--- src/common/bpfs_pkg.sv ---
package bpfs_pkg;

	// ****************************************
	// Timing
	// ****************************************
	localparam int unsigned CLK_HZ          = 100_000_000;
	localparam int unsigned SWITCH_HZ       = 300_000;
	// Switching period in system clocks (rounded down)
	localparam int unsigned PERIOD_CYC      = CLK_HZ / SWITCH_HZ;
	localparam int unsigned HALF_PERIOD_CYC = PERIOD_CYC / 2;
	localparam int unsigned RESTART_MS      = 200;
	// Restart delay counted in switching periods
	localparam int unsigned RESTART_PERIODS = (RESTART_MS * SWITCH_HZ) / 1000;
	localparam int unsigned MAX_ON_PERIODS  = 20;
	localparam int unsigned DUTY_W          = 9;

	// ****************************************
	// Register interface
	// ****************************************
	localparam logic [3:0]  REG_CTRL        = 4'h0;
	localparam logic [3:0]  REG_DUTY        = 4'h1;
	localparam logic [3:0]  REG_STATUS      = 4'h2;
	localparam logic [15:0] CTRL_RESET      = 16'h0000;
	localparam logic [15:0] DUTY_RESET      = 16'h0000;

	typedef enum logic [1:0] {
		BPFS_IDLE,
		BPFS_WAIT,
		BPFS_RUN
	} bpfs_state_e;

	typedef struct packed {
		logic undervoltage_lockout;
		logic thermal;
		logic short_circuit;
		logic ss_above_thresh;
		logic switch_node_high;
	} bpfs_flags_s;

	typedef struct packed {
		logic high_side_gate;
		logic low_side_gate;
		logic ss_pulldown;
		logic comp_pulldown;
	} bpfs_drive_s;

endpackage

--- src/verilog/bpfs_core.sv ---
// Operation
// RULE1: Any undervoltage, thermal or short-circuit fault forces idle with soft-start and error-amp pulled low and both gates off.
// RULE2: After an undervoltage fault the block stays idle until that fault clears, with no timer.
// RULE3: A thermal or short-circuit fault starts a restart timer of nominally 200 ms.
// RULE4: After a short-circuit fault a restart is tried as soon as the timer expires.
// RULE5: A thermal fault keeps restarting the timer while present, so restart needs the fault gone and a full period.
// RULE6: At start-up the low-side gate stays off until the high-side gate has tried to turn on or soft-start exceeds 1.7 V.
// RULE7: After 20 whole periods with the high-side gate on, the PWM latch is reset mid way through the 21st period.
// RULE8: Gate outputs and the switch node are watched so both switches are never on together.
// RULE9: Duty cycle spans fully off through fully on.
// RULE10: The switching period is fixed at 300 kHz and paces the ramp and PWM logic.
// RULE11: Trailing-edge PWM: high side on at period start, off when the ramp crosses the error-amp level; here the ramp is compared with duty_reg.
// RULE12: The high-side gate is held low while the low-side gate is high or any fault is active.
// RULE13: The restart timer counts oscillator periods and fault inputs are synchronised comparator flags.
// RULE14: A restart releases the pull-downs and re-arms the low-side start-up interlock.
//
// Design decisions made here: the address-and-strobe port and the address map.
`timescale 1ns/1ns
`default_nettype none
module bpfs_core
#(
	parameter int unsigned RESTART_CNT = bpfs_pkg::RESTART_PERIODS
)
(
	// Clock and reset
	input  wire logic                  clk,
	input  wire logic                  nrst,
	// Comparator flags from the analog side
	input  wire bpfs_pkg::bpfs_flags_s flags,
	// Register port
	input  wire logic [3:0]            addr,
	input  wire logic [15:0]           wdata,
	input  wire logic                  wr,
	input  wire logic                  rd,
	output var  logic [15:0]           rdata,
	// Drivers
	output var  bpfs_pkg::bpfs_drive_s drive
);
	import bpfs_pkg::*;

	// ****************************************
	// Input synchronisers
	// ****************************************
	bpfs_flags_s sync_flags;

	// Fault inputs
	// RULE13: synchronised flags
	bpfs_sync #(.W($bits(bpfs_flags_s))) u_sync
	(
		.clk  (clk),
		.nrst (nrst),
		.d    (flags),
		.q    (sync_flags)
	);

	logic any_fault;
	assign any_fault = sync_flags.undervoltage_lockout | sync_flags.thermal
	                 | sync_flags.short_circuit;

	// ****************************************
	// Registers
	// ****************************************
	logic [15:0] ctrl_reg;
	logic [15:0] duty_reg;
	logic        enable;
	assign enable = ctrl_reg[0];

	always_ff @(posedge clk)
	begin
		if (!nrst)
		begin
			ctrl_reg <= CTRL_RESET;
			duty_reg <= DUTY_RESET;
		end
		else if (wr)
		begin
			if (addr == REG_CTRL)
				ctrl_reg <= wdata;
			if (addr == REG_DUTY)
				duty_reg <= wdata;
		end
	end

	// ****************************************
	// Oscillator and ramp
	// ****************************************
	logic [DUTY_W-1:0] phase_reg;
	logic              period_start;
	logic              half_point;
	assign period_start = (phase_reg == '0);
	assign half_point   = (phase_reg == DUTY_W'(HALF_PERIOD_CYC));

	// RULE10: fixed 300 kHz period
	always_ff @(posedge clk)
	begin
		if (!nrst)
			phase_reg <= '0;
		else if (phase_reg == DUTY_W'(PERIOD_CYC - 1))
			phase_reg <= '0;
		else
			phase_reg <= phase_reg + 1'b1;
	end

	// ****************************************
	// Fault sequencer
	// ****************************************
	bpfs_state_e state_reg;
	logic [15:0] timer_reg;
	logic        timer_done;
	logic        interlock_reg;
	assign timer_done = (timer_reg == 16'(RESTART_CNT - 1));

	always_ff @(posedge clk)
	begin
		if (!nrst)
		begin
			state_reg <= BPFS_IDLE;
			timer_reg <= '0;
		end
		else
		begin
			case (state_reg)
				BPFS_RUN:
				begin
					timer_reg <= '0;
					// RULE1: any fault idles
					if (any_fault || !enable)
						state_reg <= (sync_flags.thermal || sync_flags.short_circuit)
						           ? BPFS_WAIT : BPFS_IDLE;
				end
				BPFS_WAIT:
				begin
					// RULE5: thermal recycles timer
					if (sync_flags.thermal)
						timer_reg <= '0;
					// RULE3: restart timer in periods
					else if (period_start && !timer_done)
						timer_reg <= timer_reg + 1'b1;
					// RULE4: restart on expiry
					else if (period_start && timer_done)
						state_reg <= BPFS_IDLE;
				end
				BPFS_IDLE:
				begin
					timer_reg <= '0;
					// RULE2: wait for lockout clear
					// RULE14: restart releases pull-downs
					if (sync_flags.thermal || sync_flags.short_circuit)
						state_reg <= BPFS_WAIT;
					else if (!any_fault && enable && period_start)
						state_reg <= BPFS_RUN;
				end
				default:
					state_reg <= BPFS_IDLE;
			endcase
		end
	end

	// ****************************************
	// PWM latch and gate drive
	// ****************************************
	logic              pwm_reg;
	logic [4:0]        on_periods_reg;
	logic              running;
	logic              want_high;
	logic              want_low;
	assign running = (state_reg == BPFS_RUN) && !any_fault;

	// RULE7: on-time watchdog count
	always_ff @(posedge clk)
	begin
		if (!nrst || !running || !pwm_reg)
			on_periods_reg <= '0;
		else if (period_start && on_periods_reg != 5'(MAX_ON_PERIODS))
			on_periods_reg <= on_periods_reg + 1'b1;
	end

	always_ff @(posedge clk)
	begin
		if (!nrst || !running)
			pwm_reg <= 1'b0;
		// RULE11: set at period start
		else if (period_start)
			pwm_reg <= (duty_reg[DUTY_W-1:0] != '0);
		// RULE9: ramp crosses duty level
		else if (phase_reg >= duty_reg[DUTY_W-1:0])
			pwm_reg <= 1'b0;
		// RULE7: forced reset mid period
		else if (half_point && on_periods_reg == 5'(MAX_ON_PERIODS))
			pwm_reg <= 1'b0;
	end

	// RULE6: low-side interlock
	always_ff @(posedge clk)
	begin
		if (!nrst || !running)
			interlock_reg <= 1'b1;
		else if (drive.high_side_gate || sync_flags.ss_above_thresh)
			interlock_reg <= 1'b0;
	end

	// RULE8: never both on
	// RULE12: high side blocked
	assign want_high = pwm_reg && running && !drive.low_side_gate;
	// Low side lets go at the period start edge, so the high side still rises one
	// clock later and keeps its full on-time
	assign want_low  = !pwm_reg && running && !interlock_reg && !period_start
	                && !drive.high_side_gate && !sync_flags.switch_node_high;

	always_ff @(posedge clk)
	begin
		if (!nrst)
			drive <= '{high_side_gate: 1'b0, low_side_gate: 1'b0,
			           ss_pulldown: 1'b1, comp_pulldown: 1'b1};
		else
		begin
			drive.high_side_gate <= want_high && !any_fault;
			drive.low_side_gate  <= want_low && !any_fault;
			// RULE1: pull-downs while idle
			drive.ss_pulldown    <= !running;
			drive.comp_pulldown  <= !running;
		end
	end

	// ****************************************
	// Read port
	// ****************************************
	always_ff @(posedge clk)
	begin
		if (!nrst || !rd)
			rdata <= '0;
		else
			case (addr)
				REG_CTRL:   rdata <= ctrl_reg;
				REG_DUTY:   rdata <= duty_reg;
				REG_STATUS: rdata <= {9'h000, 2'(state_reg), sync_flags};
				default:    rdata <= '0;
			endcase
	end
endmodule
`default_nettype wire

--- src/verilog/bpfs_sync.sv ---
`timescale 1ns/1ns
`default_nettype none
module bpfs_sync
#(
	parameter int W = 1
)
(
	// Clock and reset
	input  wire logic         clk,
	input  wire logic         nrst,
	// Data
	input  wire logic [W-1:0] d,
	output var  logic [W-1:0] q
);
	logic [W-1:0] meta_reg;

	always_ff @(posedge clk)
	begin
		if (!nrst)
		begin
			meta_reg <= '0;
			q        <= '0;
		end
		else
		begin
			meta_reg <= d;
			q        <= meta_reg;
		end
	end
endmodule
`default_nettype wire
--- config.mk ---
export PLATFORM = sky130hd
export DESIGN_NAME = bpfs_core
export DESIGN_NICKNAME = d
export VERILOG_FILES = /design/src/common/bpfs_pkg.sv /design/src/verilog/bpfs_core.sv /design/src/verilog/bpfs_sync.sv
export SDC_FILE = /design/constraint.sdc
export NUM_CORES = 1
export LEC_CHECK = 0
export BUFFER_PORTS_ARGS = -buffer_cell sky130_fd_sc_hd__buf_2
export CELL_PAD_IN_SITES_DETAIL_PLACEMENT = 0
export CELL_PAD_IN_SITES_GLOBAL_PLACEMENT = 1
export CORE_MARGIN = 2
export CORE_UTILIZATION = 43
export DETAILED_ROUTE_END_ITERATION = 12
export PLACE_DENSITY = 0.83
export SLEW_MARGIN = 20
export SYNTH_ARGS = -nofsm -noshare
export SYNTH_HDL_FRONTEND = slang
export SYNTH_SLANG_ARGS = --single-unit
--- constraint.sdc ---
create_clock -name clk -period 3.8 [get_ports clk]
set_input_delay 0.38 -clock clk [delete_from_list [all_inputs] [get_ports clk]]
set_output_delay 0.38 -clock clk [all_outputs]
set_load 0.05 [all_outputs]
# After elaboration in Yosys (flattened, before gate mapping)
# Cells that the tools add are included.
# totals
out_inout_bits	20
ff_bits	95
elab_cells	97
in_bits	29
# classes
bitwise	3
reduce_logical	46
eq_ne	15
n_lt_le_gt_ge	1
add_sub_neg	3
mux	15
# op_table
operator	count
16-bit one-hot mux with 3 select lines	1
16-bit 2-to-1 mux	2
16-bit one-hot mux with 2 select lines	1
16-bit by 1-bit adder with 16-bit output (second input constant)	1
16-bit equality test (second input constant)	1
1-bit logical AND	16
1-bit zero test	12
2-bit 2-to-1 mux	6
9-bit by 1-bit adder with 9-bit output (second input constant)	1
9-bit by 8-bit equality test with 1-bit output (second input constant)	1
9-bit equality test (second input constant)	1
9-bit greater-or-equal comparator	1
9-bit zero test	1
9-bit nonzero test	1
2-bit inequality test (second input constant)	4
1-bit logical OR	6
2-bit one-hot mux with 3 select lines	1
2-bit AND reduction	3
5-bit by 1-bit adder with 5-bit output (second input constant)	1
5-bit equality test (second input constant)	1
5-bit inequality test (second input constant)	1
5-bit AND reduction	1
4-bit by 1-bit equality test with 1-bit output (second input constant)	1
4-bit by 2-bit equality test with 1-bit output (second input constant)	1
12 further kinds	17

# Depth between registers and ports, before layout
# Gate-level depths: netlist of the first run.
# depth
depth_word	10
ltp_mapped	10
depth_no_buf	8

# Cells and area by module
# A second synthesis of the first run with hierarchy kept.
# unflattened
hier_cells	460
area_unflattened_um2	4042.6
# modules_own_cells
mod	area_per_inst_um2	cells_per_inst	seq_area_each_um2	instances
bpfs_core	3779.9	440	1701.6	1
bpfs_sync	262.8	20	200.2	1

# Worst setup path after synthesis of the first run
# OpenSTA, ideal clock, no wires.
# synth_path
path_type	register to register
startpoint	register phase_reg[0]
endpoint	register timer_reg[11]
arrival_time_ns	2.465
path_buffers	2
synth_period_minus_slack_ns	2.592
slack_ns	1.208
path_stages_with_launch	11
t_required_ns	3.672
setup_time_ns	0.128
cell_sequence	dfxtp_1 > inv_1 > ha_1 > or4b_4 > or3_1 > buf_2 > o311a_1 > buf_6 > nor4_4 > xnor2_1 > nor2_1
# synth_between
elab_chain_len	4
# synth_lines
element	line	rtl
start: declaration	bpfs_core.sv:87	logic [DUTY_W-1:0] phase_reg;
start signal: assignment	bpfs_core.sv:101	phase_reg <= phase_reg + 1'b1;
9-bit zero test	bpfs_core.sv:90	assign period_start = (phase_reg == '0);
1-bit logical AND	bpfs_core.sv:137	else if (period_start && !timer_done)
3-bit by 2-bit inequality test with 1-bit output (no source line)	n/a	
2-bit AND reduction (no source line)	n/a	
end signal: assignment	bpfs_core.sv:138	timer_reg <= timer_reg + 1'b1;
end: declaration	bpfs_core.sv:108	logic [15:0] timer_reg;
# No other way between the ends.
# A chain may end at the register's enable or synchronous reset.

# Worst setup path in the final report of the first run
# layout_path
startpoint	register phase_reg[0]
endpoint	register timer_reg[10]
# The elaborated chain is that of the path after synthesis.

==> reports/metrics.cfg, run 1 <==
[outcome]
outcome = finished clean

[clocking]
clock-root-buffer = clkbuf_8
cts_num_sinks = 95
cts_hold_buffers = 0
cts.path.max_buffers = 2
cts_buffers = 9
postCtsSetupRepairBufs = 0
clk_pin_slew_ns = 0.10
h-tree-depth = 3
clk_latency_ns = 0.38
cts_tree = built
cts_resized = 0

[critical_path]
path_max_fanout = 12
worstPathRequired_ns = 4.04
crit_chain = inv_1, ha_1, or4b_4, or3_1, o311a_1, nor4b_1, xnor2_1, nor2_1
critPathSlowestCell = o311a_1
critical_path.startpoint_type = flip-flop
crit_type = reg2reg
crit_arrival_ns = 3.19
slowest_delay_ns = 0.59
setup.worst_path.start = phase_reg[0]$_SDFF_PP0_
rr_startpoint = phase_reg[0]$_SDFF_PP0_
endpoint_kind = flip-flop

[floorplanning]
dieArea_um2 = 10100
die_y_um = 100
start_util = 0.437
row_count = 35
core-area_um2 = 9150
ioPinCount = 49
die_x_um = 100

[routing]
drc = 0
ant_nets = 0
avgViaCountPerCell = 5.19
drt-wirelength-per-cell_um = 14.1
vias = 3141
drt_iter0_drc = 154
dr.pass1.iters = 6
wl_um = 8540

[layout]
fin_area_um2 = 4520
antenna-diode-count = 0
final_nets = 533
final_cells = 605
area_growth_pct = 12.9
nFillCells = 862
drive_gt1_frac = 0.152

[synthesis]
postSynth.topFlopCell = dfxtp_1
syn_area_per_cell_um2 = 8.93
syn_nets = 492
synth_warnings = 0
ys_seq_area_frac = 0.475
ys_ff_latch = 95
synth_area_um2 = 4000
ys_types = 45
syn_inst = 448
synth_edf_count = 0
async_reset_ff_frac = 0

[placed_design]
dpl_cell_area_um2 = 4330
routabilityCongestion = 0.822
dp_hpwl_um = 5790
dpl.cell_count = 589
numPortBuffers = 48

[power_and_ir_drop]
p_leak_nw = 1.63
total_power_mw = 1.76
power_density_nw_per_um2 = 390
ir_drop_mv = 0.200

[sta]
worst_slew_pin_slew_ns = 0.941
period_minus_slack_ns = 2.95
setup_viol = 0
drv_slew = 0
period_share = 0.776
timing_hold_violations_final = 0
fin_worst_skew_ns = 0.0133
slew_headroom = 0.372
rsz0062_at_grt = no
max_freq_mhz = 339
tns_ns = 0

[global_route]
gr-total-overflow = 0
grt_max_degree = 51
track_usage = 0.182
antenna_found_initial = 0
first_global_vias = 2987
grt_pass1_wl_um = 14400

[min_path]
holdCritStartpoint = flags[0]
min_path_type = in2reg

[job]
maxCapViolations = 0

==> cell families after synthesis <==
family          after synthesis  share of synthesized area
flops                        95                      0.475
simple gates                209                      0.258
compound gates               66                      0.126
fa+ha+maj                    15                     0.0469
xor+xnor                     24                     0.0525
mux                           1                    0.00250
buf+inv                      38                     0.0388
==> worst max-delay path: cells and delay by family, from the launching register on <==
kind                       cells  cell delay, ns
xor gates and xnor gates       1            0.17
AOI/OAI and AO/OA              1            0.59
and+or+nand+nor                4            1.44
buffers and inverters          1            0.11
adders and majority gates      1            0.15
DFF                            1            0.37
==> final timing paths <==
kind	end	slack (ns)	cells after the start
worst min-delay path	u_sync.meta_reg[0]$_SDFF_PN0_	0.21	2
worst min register to register	drive[3]$_SDFF_PN0_	0.44	1
worst max register to register	timer_reg[10]$_SDFFE_PN0P_	0.85	8
worst max-delay path	timer_reg[10]$_SDFFE_PN0P_	0.85	8
==> report_power, final <==
group / switching (mW) / leakage (nW) / total [mW] / internal [mW]
Sequential: 0.0143 / 0.769 / 1.02 / 1.01
Clock: 0.384 / 0.0938 / 0.637 / 0.253
Combinational: 0.0580 / 0.768 / 0.100 / 0.0424
==> cell type report <==
class	instances	area [um^2]	area share
clock buffers	9	124	0.0274
clock inverters	7	65.1	0.0144
inverters	16	60.1	0.0133
multi-input cells	315	1960	0.433
flip-flops and latches	95	1900	0.421
well taps	111	139	0.0308
repair buffers	52	270	0.0599
==> placed cells by master (no fill, tap or decap), types with 4 or more instances in the layout <==
master / n
nor4b_1: 4
a222oi_1: 7
dfxtp_1: 95
ha_1: 15
or3_1: 4
xor2_1: 14
nand3_1: 10
and2_1: 12
xnor2_1: 10
nand4_1: 12
clkbuf_8: 9
a21boi_0: 33
nor3_1: 8
a22oi_1: 9
buf_4: 4
nor2_1: 53
inv_1: 16
nand2_1: 81
nor4_1: 5
buf_2: 48
a21oi_1: 4
==> layer usage <==
metal | track usage | routed length (um)
met1 | 0.236 | 4020
met2 | 0.297 | 4120
met3 | 0.0347 | 296
met4 | 0.0780 | 103
met5 | 0 | 0
==> cell usage after synthesis (all sizes together), types with 2 or more instances <==
cell type | n | area, um^2
o21ai | 3 | 15.0
or4b | 2 | 23.8
a222oi | 7 | 70.1
and2 | 14 | 87.6
xor2 | 14 | 123
nor2 | 53 | 199
clkbuf | 19 | 71.3
o311a | 2 | 20.0
nand2b | 3 | 18.8
xnor2 | 10 | 87.6
nor3 | 8 | 40.0
a22oi | 9 | 67.6
a21oi | 4 | 20.0
a21boi | 33 | 248
nand4 | 12 | 75.1
inv | 16 | 60.1
nand3 | 10 | 50.1
ha | 15 | 188
nand4b | 2 | 17.5
buf | 3 | 23.8
dfxtp | 95 | 1900
or4 | 2 | 15.0
or3 | 4 | 25.0
nor4b | 5 | 43.8
nand2 | 81 | 304
nor4 | 9 | 101
==> stage by stage <==
stage	setup slack, ns	hold slack, ns	util
floorplan	1.21	0.412	-
detailed placement	0.869	0.425	0.473
finish	0.852	0.208	0.493
global placement	0.920	0.418	0.473
global route	0.675	0.211	0.493
CTS	0.855	0.189	0.493
No activity file was read; power rests on OpenSTA's default activity.
==> inputs of run 2 (changes only) <==
--- a/config.mk
+++ b/config.mk
@@ -5,13 +5,14 @@
 export SDC_FILE = /design/constraint.sdc
 export NUM_CORES = 1
 export LEC_CHECK = 0
+export ABC_AREA = 1
 export BUFFER_PORTS_ARGS = -buffer_cell sky130_fd_sc_hd__buf_2
 export CELL_PAD_IN_SITES_DETAIL_PLACEMENT = 0
 export CELL_PAD_IN_SITES_GLOBAL_PLACEMENT = 1
 export CORE_MARGIN = 2
-export CORE_UTILIZATION = 43
+export CORE_UTILIZATION = 38
 export DETAILED_ROUTE_END_ITERATION = 12
-export PLACE_DENSITY = 0.83
+export PLACE_DENSITY = 0.8
 export SLEW_MARGIN = 20
 export SYNTH_ARGS = -nofsm -noshare
 export SYNTH_HDL_FRONTEND = slang
==> constraint.sdc (replaced) <==
create_clock -name clk -period 2.6 [get_ports clk]
set_input_delay 0.26 -clock clk [delete_from_list [all_inputs] [get_ports clk]]
set_output_delay 0.26 -clock clk [all_outputs]
set_load 0.05 [all_outputs]
==> run 2 against run 1 <==
Effect of this change: routed wire length rose by 9.9%; final cell count rose by 27%; clock-buffer cell count grew 2; sequential share of layout area fell by 2.7 points; critical path type unchanged; global-route usage down 1.1 points; combinational power rose by 130%; critical path depth grew 3; fmax rose by 55%; core utilization fell by 5.0 points; synthesized cell count is 28% higher; clock skew decreased by 0.0014 ns; sequential cell count stayed put.
==> reports/metrics.cfg, run 2 <==
[outcome]
outcome = finished clean  ; unchanged

[global_route]
grt_max_degree = 33  ; was 51
track_usage = 0.171  ; was 0.182
first_global_vias = 3393  ; was 2987
antenna_found_initial = 0  ; unchanged
grt_pass1_wl_um = 16000  ; was 14400 um
gr-total-overflow = 0  ; unchanged

[routing]
avgViaCountPerCell = 4.75  ; was 5.19
drt-wirelength-per-cell_um = 12.3  ; was 14.1 um
drc = 0  ; unchanged
ant_nets = 0  ; unchanged
dr.pass1.iters = 4  ; was 6
vias = 3641  ; was 3141
wl_um = 9390  ; was 8540 um
drt_iter0_drc = 176  ; was 154

[layout]
drive_gt1_frac = 0.163  ; was 0.152
final_util = 0.444  ; was 0.493
layout_commonest_cell = inv_1  ; was dfxtp_1
multi_input_area_um2 = 1870  ; was 1960 um^2
fin_area_um2 = 4830  ; was 4520 um^2
layout_common_cells = 98 x inv_1, 97 x nand2_1, 95 x dfxtp_1  ; was 95 x dfxtp_1, 81 x nand2_1, 53 x nor2_1
antenna-diode-count = 0  ; unchanged
nFillCells = 1136  ; was 862
area_growth_pct = 13.0  ; was 12.9%
final_nets = 665  ; was 533
sequential_cell_area_um2 = 1900  ; unchanged

[job]
maxCapViolations = 0  ; unchanged

[power_and_ir_drop]
combinationalPowerShare = 0.083  ; was 0.057
intPower_mw = 2.02  ; was 1.30 mW
p_leak_nw = 2.06  ; was 1.63 nW
pwr-share-clk = 0.364  ; was 0.362
seqPwrFrac = 0.553  ; was 0.581
ir_drop_mv = 0.291  ; was 0.200 mV
p_switching_mw = 0.702  ; was 0.456 mW
swShare = 0.258  ; was 0.259
power_density_nw_per_um2 = 563  ; was 390 nW/um^2

[clocking]
clk_pin_slew_ns = 0.10  ; about the same
cts_buffers = 9  ; unchanged
clock-root-buffer = clkbuf_8  ; unchanged
h-tree-depth = 3  ; unchanged
clk_latency_ns = 0.37  ; was 0.38 ns
cts_hold_buffers = 0  ; unchanged
cts.path.max_buffers = 2  ; unchanged
cts_tree = built  ; unchanged
postCtsSetupRepairBufs = 0  ; unchanged
cts_num_sinks = 95  ; unchanged
cts_resized = 0  ; unchanged

[floorplanning]
ioPinCount = 49  ; unchanged
die_y_um = 110  ; was 100 um
die_x_um = 110  ; was 100 um
start_util = 0.393  ; was 0.437
row_count = 38  ; was 35
dieArea_um2 = 12100  ; was 10100 um^2
core-area_um2 = 10900  ; was 9150 um^2

[synthesis]
ys_ff_latch = 95  ; unchanged
synth_area_leader_cell = dfxtp_1  ; unchanged
syn_nets = 617  ; was 492
synthMuxAreaShare = 0  ; was 0.00250
yosysMostFrequentCell = inv_1  ; was dfxtp_1
synth_xor_xnor_area_share = 0.00615  ; was 0.0525
synth.top_cells.by_count = 98 x inv_1, 97 x nand2_1, 95 x dfxtp_1  ; was 95 x dfxtp_1, 81 x nand2_1, 53 x nor2_1
synth_top_family_by_area = simple AND/OR/NAND/NOR gates  ; unchanged
syn_area_per_cell_um2 = 7.46  ; was 8.93 um^2
synth_compound_area_frac = 0.160  ; was 0.126
ys_seq_area_frac = 0.445  ; was 0.475
synth_warnings = 0  ; unchanged
syn_inst = 573  ; was 448
async_reset_ff_frac = 0  ; unchanged
ys_types = 38  ; was 45
synth_fa_ha_area_frac = 0.0439  ; was 0.0469
postSynth.topFlopCell = dfxtp_1  ; unchanged
yosys-top-cells-area = dfxtp_1 44%, inv_1 8.6%, nand2_1 8.5%  ; was dfxtp_1 48%, nand2_1 7.6%, a21boi_0 6.2%
synth_area_um2 = 4280  ; was 4000 um^2
synth_edf_count = 0  ; unchanged
yosysTopAreaCellShare = 0.445  ; was 0.475
synth-simple-area-share = 0.227  ; was 0.258

[min_path]
min_path_type = in2reg  ; unchanged

[critical_path]
crit_type = reg2reg  ; unchanged
crit_arrival_ns = 2.17  ; was 3.19 ns
endpoint_kind = flip-flop  ; unchanged
crit_chain = inv_1, ha_1, nand2_2, nor2_4, nand2_2, nor2_2, nand2_2, nand2_4, inv_1, o21ai_0, nor2_1  ; was inv_1, ha_1, or4b_4, or3_1, o311a_1, nor4b_1, xnor2_1, nor2_1
critPathSlowestCell = dfxtp_1  ; was o311a_1
cp_top_family = simple AND/OR/NAND/NOR gates  ; unchanged
path_max_fanout = 24  ; was 12
cpMostUsedCell = nand2_2
critical_path.startpoint_type = flip-flop  ; unchanged
worstPathRequired_ns = 2.87  ; was 4.04 ns
critPathBufInv = 2  ; was 1
slowest_delay_ns = 0.37  ; was 0.59 ns

[sta]
rsz0062_at_grt = no  ; unchanged
timing_hold_violations_final = 0  ; unchanged
tns_ns = 0  ; unchanged
period_share = 0.732  ; was 0.776
worst_slew_pin_slew_ns = 0.744  ; was 0.941 ns
max_freq_mhz = 526  ; was 339 MHz
setup_viol = 0  ; unchanged
fin_worst_skew_ns = 0.0119  ; was 0.0133 ns
slew_headroom = 0.503  ; was 0.372
period_minus_slack_ns = 1.90  ; was 2.95 ns
drv_slew = 0  ; unchanged

[placed_design]
routabilityCongestion = 0.823  ; was 0.822
dp_hpwl_um = 6860  ; was 5790 um
numPortBuffers = 48  ; unchanged
dpl_cell_area_um2 = 4630  ; was 4330 um^2

[run 2: power by group through the flow]
stage / sequential [mW] / combinational, mW / clock [mW]
after CTS: 1.50 / 0.226 / 1.02
final: 1.50 / 0.225 / 0.991
after floorplan: 1.54 / 0.164 / 0
after detailed placement: 1.54 / 0.226 / 0
after global routing: 1.51 / 0.262 / 1.08
after global placement: 1.54 / 0.222 / 0
[run 2: layer usage]
layer	global-route usage	vias up	wire [um]
li1	-	1934	-
met1	0.230	1630	4680
met2	0.263	63	4170
met3	0.0323	14	346
met4	0.0841	0	195
met5	0	-	0
[run 2: cell families (layout without fill, tap and decap cells)]
logic type	Yosys count	count (layout)
buf+inv	126	179
simple gates	211	211
fa+ha+maj	15	15
xor+xnor	3	3
compound gates	123	123
flops	95	95
[run 2: tightest hold or removal path, cell delays in order]
cell     delay (ns)
buf_2          0.08
nand2_1        0.04
inv_1          0.04
[run 2: cell type report]
cell class	count	area share
sequential	95	0.394
multi-input combinational	352	0.386
inverter	110	0.0855
timing repair buffer	53	0.0575
tap	140	0.0363
clock buffer	11	0.0272
clock inverter	5	0.0137
[run 2: worst paths after layout]
path                            depth (start not counted)                            end                    start  slack (ns)
worst min-delay path                                    3  u_sync.meta_reg[4]$_SDFF_PN0_                 flags[4]        0.07
worst max register to register                         11      timer_reg[2]$_SDFFE_PN0P_  phase_reg[0]$_SDFF_PP0_        0.70
worst max-delay path                                   11      timer_reg[2]$_SDFFE_PN0P_  phase_reg[0]$_SDFF_PP0_        0.70
worst min register to register                          1            drive[3]$_SDFF_PN0_      drive[2]$_SDFF_PN0_        0.42
[run 2: through the flow]
stage	hold slack (ns)	worst slack [ns]	std cells	total power, mW
after global placement	0.399	0.782	750	1.76
after floorplan	0.358	1.10	573	1.70
after detailed placement	0.404	0.737	750	1.76
after CTS	0.0528	0.703	766	2.75
final	0.0726	0.698	766	2.72
after global routing	0.0678	0.456	766	2.85
